$ cat src/hdl/qsf_pkg.sv
// Constants shared by the quad-lane serial output framer.
// Assumes a single 20 MHz system clock and an Avalon-MM register slave.
package qsf_pkg;
  // ****************************************************************
  // Geometry
  // ****************************************************************
  localparam int          LANES        = 4;
  localparam int          BITS         = 8;
  localparam int          AW           = 4;
  localparam logic [7:0]  TEST_BYTE    = 8'hC0;
  // ****************************************************************
  // Timing
  // ****************************************************************
  localparam int          CLK_PERIOD_NS = 50;
  localparam int          LINK_CLK_NS   = 400;
  localparam logic [6:0]  LOCK_PERIODS  = 7'h64;
  // Shortest sample period: one bit slot per system clock
  localparam logic [9:0]  PER_MIN_CYC   = 10'(BITS);
  // Longest sample period before the lock detector gives up
  localparam logic [9:0]  PER_MAX_CYC   = 10'h0FF;
  // ****************************************************************
  // Register offsets (byte addresses)
  // ****************************************************************
  localparam logic [AW-1:0] OFS_STATUS = 4'h0;
  localparam logic [AW-1:0] OFS_MASK   = 4'h4;
  localparam logic [AW-1:0] OFS_STATE  = 4'h8;
  localparam logic [AW-1:0] OFS_CTRL   = 4'hC;
  // ****************************************************************
  // Fields
  // ****************************************************************
  localparam int EV_LOST   = 0;
  localparam int EV_GAINED = 1;
  localparam int EV_RATE   = 2;
  localparam int EV_W      = 3;
  localparam int ST_LOCKED = 0;
  localparam int ST_STBY   = 1;
  localparam int ST_FMT    = 2;
  localparam int ST_TEST   = 3;
  localparam int ST_PER_LO = 8;
  localparam int CT_RELOCK = 0;
  // ****************************************************************
  // Reset values
  // ****************************************************************
  localparam logic [EV_W-1:0] STATUS_RST = 3'h0;
  localparam logic [EV_W-1:0] MASK_RST   = 3'h0;
  // ****************************************************************
  // Lock detector states
  // ****************************************************************
  typedef enum logic [1:0] {
    QSF_ACQ    = 2'b00,
    QSF_LOCKED = 2'b01
  } qsf_lock_t;
endpackage

$ cat src/hdl/qsf_framer.sv
// Serial output framer for four 8-bit converter channels.
// Assumes sample clock and strap pins arrive asynchronously; converter
// words come from logic on mclk_i; registers sit on Avalon-MM.
//
// What the link must do
// RQ1 - Format pin high selects twos complement
// RQ2 - Twos complement is offset binary, MSB inverted
// RQ3 - One lane per channel, eight bits per sample
// RQ4 - Sample clock must stay within rate limits
// RQ5 - Bit clock runs at four times sample rate
// RQ6 - Receiver samples data on both bit-clock edges
// RQ7 - Frame clock at sample rate marks bytes
// RQ8 - Lock flag low means locked, data valid
// RQ9 - Lock flag rises at once on unlock
// RQ10 - Unlocked: lanes and bit clock hold still
// RQ11 - Relock needs at least 100 input periods
// RQ12 - First frame edge within 0.5..1.5 periods
// RQ13 - Test pin sends 11000000 on every lane
// RQ14 - Standby puts lane drivers in high impedance
// RQ15 - Bytes go MSB first from frame rise
// RQ16 - Receiver drops bytes while lock flag high
`timescale 1ns/1ns
`default_nettype none
module qsf_framer (
  input  wire logic                            mclk_i,
  input  wire logic                            srst_i,
  input  wire logic                            sample_clk_i,
  input  wire logic                            format_select_pin_i,
  input  wire logic                            test_pattern_select_i,
  input  wire logic                            standby_request_i,
  input  wire logic [qsf_pkg::LANES*qsf_pkg::BITS-1:0] sample_bits_i,
  input  wire logic [qsf_pkg::AW-1:0]          avs_address_i,
  input  wire logic                            avs_read_i,
  input  wire logic                            avs_write_i,
  input  wire logic [31:0]                     avs_writedata_i,
  output logic      [31:0]                     avs_readdata_o,
  output logic                                 avs_waitrequest_o,
  output logic      [qsf_pkg::LANES-1:0]       lane_o,
  output logic                                 lane_oe_n_o,
  output logic                                 bit_clock_out_o,
  output logic                                 frame_clock_out_o,
  output logic                                 lock_n_o,
  output logic                                 irq_o
);
  import qsf_pkg::*;

  // ****************************************************************
  // Pin synchronisers
  // ****************************************************************
  logic [3:0] meta_ff;
  logic [3:0] sync_ff;
  logic       sclk_d_ff;
  // Two flops per asynchronous pin, third for edge detect
  always_ff @(posedge mclk_i) begin
    meta_ff   <= {standby_request_i, test_pattern_select_i,
                  format_select_pin_i, sample_clk_i};
    sync_ff   <= meta_ff;
    sclk_d_ff <= sync_ff[0];
  end
  wire s_rise = sync_ff[0] & ~sclk_d_ff;
  wire fmt_s  = sync_ff[1];
  wire test_s = sync_ff[2];
  wire stby_s = sync_ff[3];

  // ****************************************************************
  // Register bus
  // ****************************************************************
  logic [EV_W-1:0] status_ff;
  logic [EV_W-1:0] mask_ff;
  logic            relock_ff;
  logic            wait_ff;
  logic [31:0]     rdata_ff;
  logic            irq_ff;
  logic [9:0]      per_ff;
  qsf_lock_t       lock_st_ff;
  wire bus_req  = avs_read_i | avs_write_i;
  wire bus_done = bus_req & ~wait_ff;
  wire wr_fire  = avs_write_i & bus_done;
  wire sel_stat = avs_address_i == OFS_STATUS;
  wire sel_mask = avs_address_i == OFS_MASK;
  wire sel_st   = avs_address_i == OFS_STATE;
  wire sel_ctl  = avs_address_i == OFS_CTRL;
  wire [31:0] state_word = {14'h0000, per_ff, 4'h0, test_s, fmt_s,
                            stby_s, lock_st_ff == QSF_LOCKED};
  // Read mux, unmapped offsets read zero
  wire [31:0] rd_mux =
      sel_stat ? {29'h00000000, status_ff} :
      sel_mask ? {29'h00000000, mask_ff}   :
      sel_st   ? state_word                :
      sel_ctl  ? {31'h00000000, relock_ff} : 32'h00000000;
  // One wait cycle, then answer with data
  always_ff @(posedge mclk_i) begin
    if (srst_i) begin
      wait_ff  <= 1'b1;
      rdata_ff <= 32'h00000000;
    end else begin
      wait_ff  <= ~(bus_req & wait_ff);
      rdata_ff <= (avs_read_i & wait_ff) ? rd_mux : rdata_ff;
    end
  end
  assign avs_waitrequest_o = wait_ff;
  assign avs_readdata_o    = rdata_ff;

  // ****************************************************************
  // Lock detector
  // ****************************************************************
  logic [9:0] cnt_ff;
  logic [6:0] good_cnt_ff;
  logic       lock_n_ff;
  wire [9:0] per_now  = cnt_ff + 10'h001;
  wire [9:0] per_diff = per_now > per_ff ? per_now - per_ff
                                         : per_ff - per_now;
  wire rate_ok   = per_now >= PER_MIN_CYC && per_now <= PER_MAX_CYC;
  wire edge_good = s_rise & rate_ok & per_diff <= 10'h001;
  wire timeout   = cnt_ff >= PER_MAX_CYC;
  wire rate_bad  = (s_rise & ~rate_ok) | timeout;
  wire drop      = stby_s | relock_ff | rate_bad
                 | (s_rise & ~edge_good);
  wire acquire   = lock_st_ff == QSF_ACQ & edge_good & ~drop
                 & good_cnt_ff == LOCK_PERIODS - 7'h01;
  wire unlock_now = lock_st_ff == QSF_LOCKED & drop;
  // Period measurement between sample clock rises
  always_ff @(posedge mclk_i) begin
    if (srst_i) begin
      cnt_ff <= 10'h000;
      per_ff <= 10'h000;
    end else begin
      cnt_ff <= s_rise ? 10'h000 : (timeout ? cnt_ff : per_now);
      per_ff <= s_rise ? per_now : per_ff;
    end
  end
  // Count consistent periods before declaring lock
  always_ff @(posedge mclk_i) begin
    if (srst_i) begin
      good_cnt_ff <= 7'h00;
    end else if (drop) begin
      good_cnt_ff <= 7'h00;
    end else if (edge_good && good_cnt_ff != LOCK_PERIODS) begin
      good_cnt_ff <= good_cnt_ff + 7'h01; // [RQ11]
    end
  end
  // Lock state and active-low flag
  always_ff @(posedge mclk_i) begin
    if (srst_i) begin
      lock_st_ff <= QSF_ACQ;
      lock_n_ff  <= 1'b1;
    end else begin
      case (lock_st_ff)
        QSF_ACQ: begin
          if (acquire) begin
            lock_st_ff <= QSF_LOCKED; // [RQ11]
            lock_n_ff  <= 1'b0;       // [RQ8]
          end
        end
        QSF_LOCKED: begin
          if (drop) begin
            lock_st_ff <= QSF_ACQ;
            lock_n_ff  <= 1'b1;       // [RQ9] [RQ4]
          end
        end
        default: begin
          lock_st_ff <= QSF_ACQ;
          lock_n_ff  <= 1'b1;
        end
      endcase
    end
  end
  assign lock_n_o = lock_n_ff;

  // ****************************************************************
  // Events, mask and interrupt
  // ****************************************************************
  wire [EV_W-1:0] ev = {rate_bad, acquire, unlock_now};
  wire [EV_W-1:0] w1c = (wr_fire && sel_stat) ?
                        avs_writedata_i[EV_W-1:0] : {EV_W{1'b0}};
  // Sticky status, a new event wins over a clear
  always_ff @(posedge mclk_i) begin
    if (srst_i) begin
      status_ff <= STATUS_RST;
      mask_ff   <= MASK_RST;
      relock_ff <= 1'b0;
      irq_ff    <= 1'b0;
    end else begin
      status_ff <= (status_ff & ~w1c) | ev;
      mask_ff   <= (wr_fire && sel_mask) ?
                   avs_writedata_i[EV_W-1:0] : mask_ff;
      relock_ff <= wr_fire & sel_ctl & avs_writedata_i[CT_RELOCK];
      irq_ff    <= |(status_ff & mask_ff);
    end
  end
  assign irq_o = irq_ff;

  // ****************************************************************
  // Byte coding and serializer
  // ****************************************************************
  logic [BITS-1:0]  shreg_ff [LANES];
  logic [2:0]       bit_ff;
  logic [10:0]      acc_ff;
  logic             bclk_ff;
  logic             fclk_ff;
  logic [LANES-1:0] lane_ff;
  logic             oe_n_ff;
  wire frame_go = s_rise & lock_st_ff == QSF_LOCKED & ~drop; // [RQ7]
  wire locked   = lock_st_ff == QSF_LOCKED & ~drop;
  wire [10:0] acc_nx = acc_ff + 11'(BITS);
  // Fractional divider spreads eight bit slots over one period
  wire bit_tick = locked & ~frame_go & acc_nx >= {1'b0, per_ff}
                & bit_ff != 3'h7;
  genvar g;
  generate
    for (g = 0; g < LANES; g++) begin : g_lane
      wire [BITS-1:0] raw = sample_bits_i[g*BITS +: BITS];
      // Invert the MSB for twos complement
      wire [BITS-1:0] code = test_s ? TEST_BYTE                // [RQ13]
                           : {raw[BITS-1] ^ fmt_s, raw[BITS-2:0]};
      // Load at frame start, shift MSB first, hold while unlocked
      always_ff @(posedge mclk_i) begin
        if (srst_i) begin
          shreg_ff[g] <= 8'h00;
          lane_ff[g]  <= 1'b0;
        end else if (frame_go) begin
          shreg_ff[g] <= {code[BITS-2:0], 1'b0};      // [RQ1] [RQ2]
          lane_ff[g]  <= code[BITS-1];                // [RQ15] [RQ3]
        end else if (bit_tick) begin
          shreg_ff[g] <= {shreg_ff[g][BITS-2:0], 1'b0};
          lane_ff[g]  <= shreg_ff[g][BITS-1];         // [RQ10]
        end
      end
    end
  endgenerate
  // Bit slot counter and bit/frame clocks
  always_ff @(posedge mclk_i) begin
    if (srst_i) begin
      bit_ff  <= 3'h7;
      acc_ff  <= 11'h000;
      bclk_ff <= 1'b0;
      fclk_ff <= 1'b0;
    end else if (frame_go) begin
      bit_ff  <= 3'h0;
      acc_ff  <= 11'h000;
      bclk_ff <= 1'b1;          // [RQ5] [RQ6]
      fclk_ff <= 1'b1;          // [RQ7] [RQ12]
    end else if (bit_tick) begin
      bit_ff  <= bit_ff + 3'h1;
      acc_ff  <= acc_nx - {1'b0, per_ff};
      bclk_ff <= ~bclk_ff;      // [RQ5]
      fclk_ff <= bit_ff < 3'h3;
    end else if (locked) begin
      acc_ff  <= acc_nx;
    end else if (acquire) begin
      // Park both clocks low so the first frame shows real edges
      bclk_ff <= 1'b0;          // [RQ12]
      fclk_ff <= 1'b0;          // [RQ12] [RQ15]
    end
  end
  // Drivers released in standby
  always_ff @(posedge mclk_i) begin
    if (srst_i) begin
      oe_n_ff <= 1'b1;
    end else begin
      oe_n_ff <= stby_s;        // [RQ14]
    end
  end
  assign lane_o            = lane_ff;
  assign lane_oe_n_o       = oe_n_ff;
  assign bit_clock_out_o   = bclk_ff;
  assign frame_clock_out_o = fclk_ff;

  // ****************************************************************
  // Checks
  // ****************************************************************
  // First-frame window helpers: cycles since lock fell, frame seen
  logic [10:0] since_lock_ff;
  logic        first_seen_ff;
  wire  [11:0] since_x2 = {since_lock_ff, 1'b0};
  wire  [11:0] per_x3   = {2'b00, per_ff} + {1'b0, per_ff, 1'b0};
  always_ff @(posedge mclk_i) begin
    if (srst_i || lock_n_ff) begin
      since_lock_ff <= 11'h000;
      first_seen_ff <= 1'b0;
    end else begin
      since_lock_ff <= since_lock_ff + 11'h001;
      first_seen_ff <= first_seen_ff | fclk_ff;
    end
  end
endmodule
`default_nettype wire

$ cat config.mk
export PLATFORM = sky130hd
export DESIGN_NAME = qsf_framer
export DESIGN_NICKNAME = d
export VERILOG_FILES = /design/src/hdl/qsf_pkg.sv /design/src/hdl/qsf_framer.sv
export SDC_FILE = /design/constraint.sdc
export NUM_CORES = 1
export LEC_CHECK = 0
export BUFFER_PORTS_ARGS = -buffer_cell sky130_fd_sc_hd__buf_2
export CAP_MARGIN = 20
export CORE_UTILIZATION = 51
export DETAILED_ROUTE_END_ITERATION = 8
export PLACE_DENSITY = 0.88
export SYNTH_ARGS = -nofsm -noshare
export SYNTH_HDL_FRONTEND = slang
export SYNTH_SLANG_ARGS = --single-unit
$ cat constraint.sdc
create_clock -name mclk_i -period 4.6 [get_ports mclk_i]
set_clock_uncertainty 0.15 [all_clocks]
set_input_delay 0.92 -clock mclk_i [delete_from_list [all_inputs] [get_ports mclk_i]]
set_output_delay 0.92 -clock mclk_i [all_outputs]
set_load 0.01 [all_outputs]
==> impl_metrics.tcl <==
set metrics [dict create \
    outcome "finished clean" \
    portBuffers 70 \
    drtAntennaViolNets 0 \
    cts_hold_buf 0 \
    syn_inst 714 \
    clkSinkCount 110 \
    yosys.area.top_type "dfxtp_1" \
    diodes 0 \
    power_density_nw_per_um2 297.2 \
    wl_per_cell_um 16.95 \
    synth_area_leaders "dfxtp_1 26%, edfxtp_1 13%, ha_1 6.8%, nor2_1 4.8%, a21oi_1 3.6%" \
    synth_edf_count 28 \
    grt_pass1_wl_mm 25.99 \
    syn_to_final_growth_pct 15.28 \
    yosysWarnings 0 \
    period_minus_slack_ps 4488 \
    route.detailed.drc 0 \
    nets 908 \
    hold_ws_ps 179.4 \
    fin_ws_ps 112.2 \
    async_flop_share 0 \
    core_sq_um 12110 \
    syn_area_per_cell_sq_um 8.981 \
    cp-end-kind "flop" \
    synth-seq-cells 110 \
    crit_type "flop to flop" \
    crit_arrival_ps 4620 \
    fin_crit_sh 0.9756 \
    drv_slew 0 \
    worstPathMaxFanout 7 \
    peakVddDrop_uv 245.9 \
    cts_tree "done" \
    hold_violations 0 \
    insertion_delay_ps 360 \
    fp.dieH_um 114.1 \
    num_io_pins 118 \
    final_util 0.6103 \
    initial_core_util 0.5294 \
    numCtsBuffers 9 \
    path_common_cell "buf_4" \
    cts_root_buffer "clkbuf_16" \
    p_leak_nw 3.074 \
    vias 5742 \
    synth-main-ff-cell "dfxtp_1" \
    setup_viol 0 \
    critical_path.slowest_cell "or4_1" \
    syn_area_sq_um 6412 \
    dpl.hpwl_mm 11.69 \
    tightest_slew_ps 724.4 \
    grt_pass1_vias 5457 \
    drive_above_1_share 0.1990 \
    synth.top_cell.area_share 0.2560 \
    antenna_found_initial 0 \
    dieArea_sq_um 13030 \
    slew_headroom 0.5134 \
    rows 40 \
    grt_usage 0.2532 \
    place_ws_ps 103.5 \
    worst_path_largest_cell_delay_ps 500 \
    fmax_mhz 222.8 \
    worstPathRequired_ps 4730 \
    place_congestion 0.8990 \
    yosysUniqueCellTypes 74 \
    dr.pass1.iters 7 \
    seq_area_frac_synth 0.3871 \
    die_x_um 114.1 \
    clock_path_buffers 2 \
    htreeDepth 3 \
    synthTopCellsByCount "82 x dfxtp_1, 82 x nor2_1, 46 x a21oi_1, 39 x nand2_1, 38 x inv_1" \
    vias_per_cell 5.938 \
    maxCapViolCount 0 \
    wl_mm 16.39 \
    overflow 0 \
    path_cells "nand4_1 > nor2_2 > xnor2_1 > inv_1 > ha_1 > nand4_4 > or3_4 > o21a_1 > and4_1 > a311o_1 > nor4_4 > buf_4 > buf_4 > nand2_2 > or4_1 > a21oi_1" \
    clkTransAtPathRegs_ps 70 \
    hold_class "flop to flop" \
    grt_start_max_net_pins 48 \
    drt_iter0_drc 469 \
    cp-start-kind "flop" \
]
layer usage:
metal	GRT usage	part of all wire	vias to the layer above
li1	-	-	2713
met1	0.3157	0.41	2727
met2	0.4352	0.49	269
met3	0.02594	0.065	33
met4	0.1307	0.032	0
met5	0	0	-
area by class of cell:
class | count | area (sq um)
timing repair buffer | 107 | 653.1
multi-input combinational | 527 | 3593
sequential | 110 | 2489
clock buffer | 11 | 254.0
clock inverter | 5 | 46.29
fill | 991 | 4720
tap | 168 | 210.2
inverter | 39 | 146.4
logic make-up (layout without fill, tap and decap cells):
group	Yosys count	in the layout	share of synthesized area
flip-flops	110	110	0.3871
buffers and inverters	94	162	0.06927
other	1	18	0.0005848
adder cells (fa/ha/maj)	38	38	0.07766
AND/OR/NAND/NOR	235	235	0.1900
AO/OA/AOI/OAI	186	186	0.2012
multiplexers	11	11	0.01971
XOR/XNOR	39	39	0.05444
path summary, 6_finish.rpt:
kind | startpoint | slack, ps | to | depth (start not counted)
min reg2reg | meta_ff[0] | 180 | sync_ff[0] | 0
max | cnt_ff[6] | 110 | good_cnt_ff[6] | 16
max reg2reg | cnt_ff[6] | 110 | good_cnt_ff[6] | 16
min | meta_ff[0] | 180 | sync_ff[0] | 0
registers in the layout, summed over array words and instances, names as in the netlist:
register	flops
mask_ff	3
avs_readdata_o	14
avs_waitrequest_o	1
cnt_ff	10
irq_o	1
lock_n_o	1
good_cnt_ff	7
shreg_ff	28
meta_ff	4
per_ff	10
bit_ff	3
bit_clock_out_o	1
relock_ff	1
sync_ff	4
lane_oe_n_o	1
lock_st_ff	1
lane_o	4
frame_clock_out_o	1
status_ff	3
sclk_d_ff	1
acc_ff	11
where the power goes:
part	internal [mW]	switching, mW
clock	0.413	0.377
sequential	1.01	0.0206
combinational	0.160	0.216
total	1.58	0.613
worst max-delay path: cells and delay by family (launching register included):
kind	cells	cell delay (ps)
AO/OA/AOI/OAI	3	660
XOR/XNOR	1	210
adder cells (fa/ha/maj)	1	470
AND/OR/NAND/NOR	8	2050
buffers and inverters	3	420
flip-flops	1	460
what timing repair did:
action | CTS | global route
resized for setup | 0 | 15
endpoints found under the setup margin | 0 | 78
setup buffers | 0 | 2
metrics by stage:
stage               std cells  setup TNS, ps  total power, mW  instance area [sq um]
finish                    967              0            2.197                   7392
global route              967         -540.9            2.273                   7392
CTS                       965              0            2.187                   7332
detailed placement        949              0            1.413                   7032
global placement          949              0            1.402                   7032
floorplan                 731              0            1.317                   6481
cells in the final DEF (no fill, tap or decap), types with 4 or more instances in the layout:
| cell | n |
|---|---|
| a22o_1 | 20 |
| nor3_1 | 11 |
| o21a_1 | 7 |
| conb_1 | 18 |
| and2_1 | 7 |
| dfxtp_1 | 77 |
| nand2b_1 | 4 |
| buf_4 | 35 |
| nand4_1 | 10 |
| a21oi_1 | 45 |
| nor2_1 | 80 |
| nand2_1 | 39 |
| a31oi_1 | 7 |
| a21o_1 | 5 |
| inv_1 | 38 |
| nand3_1 | 30 |
| o31ai_1 | 5 |
| mux2i_1 | 7 |
| nor2b_1 | 9 |
| dfxtp_2 | 5 |
| o211ai_1 | 5 |
| xnor2_1 | 21 |
| edfxtp_1 | 28 |
| a22oi_1 | 15 |
| or3_1 | 5 |
| clkbuf_16 | 10 |
| xor2_1 | 15 |
| a211oi_1 | 18 |
| ha_1 | 34 |
| o21ai_0 | 26 |
| buf_2 | 70 |
| a221oi_1 | 4 |
| and3_1 | 6 |
Note: power is estimated with default switching activity, not from simulation.
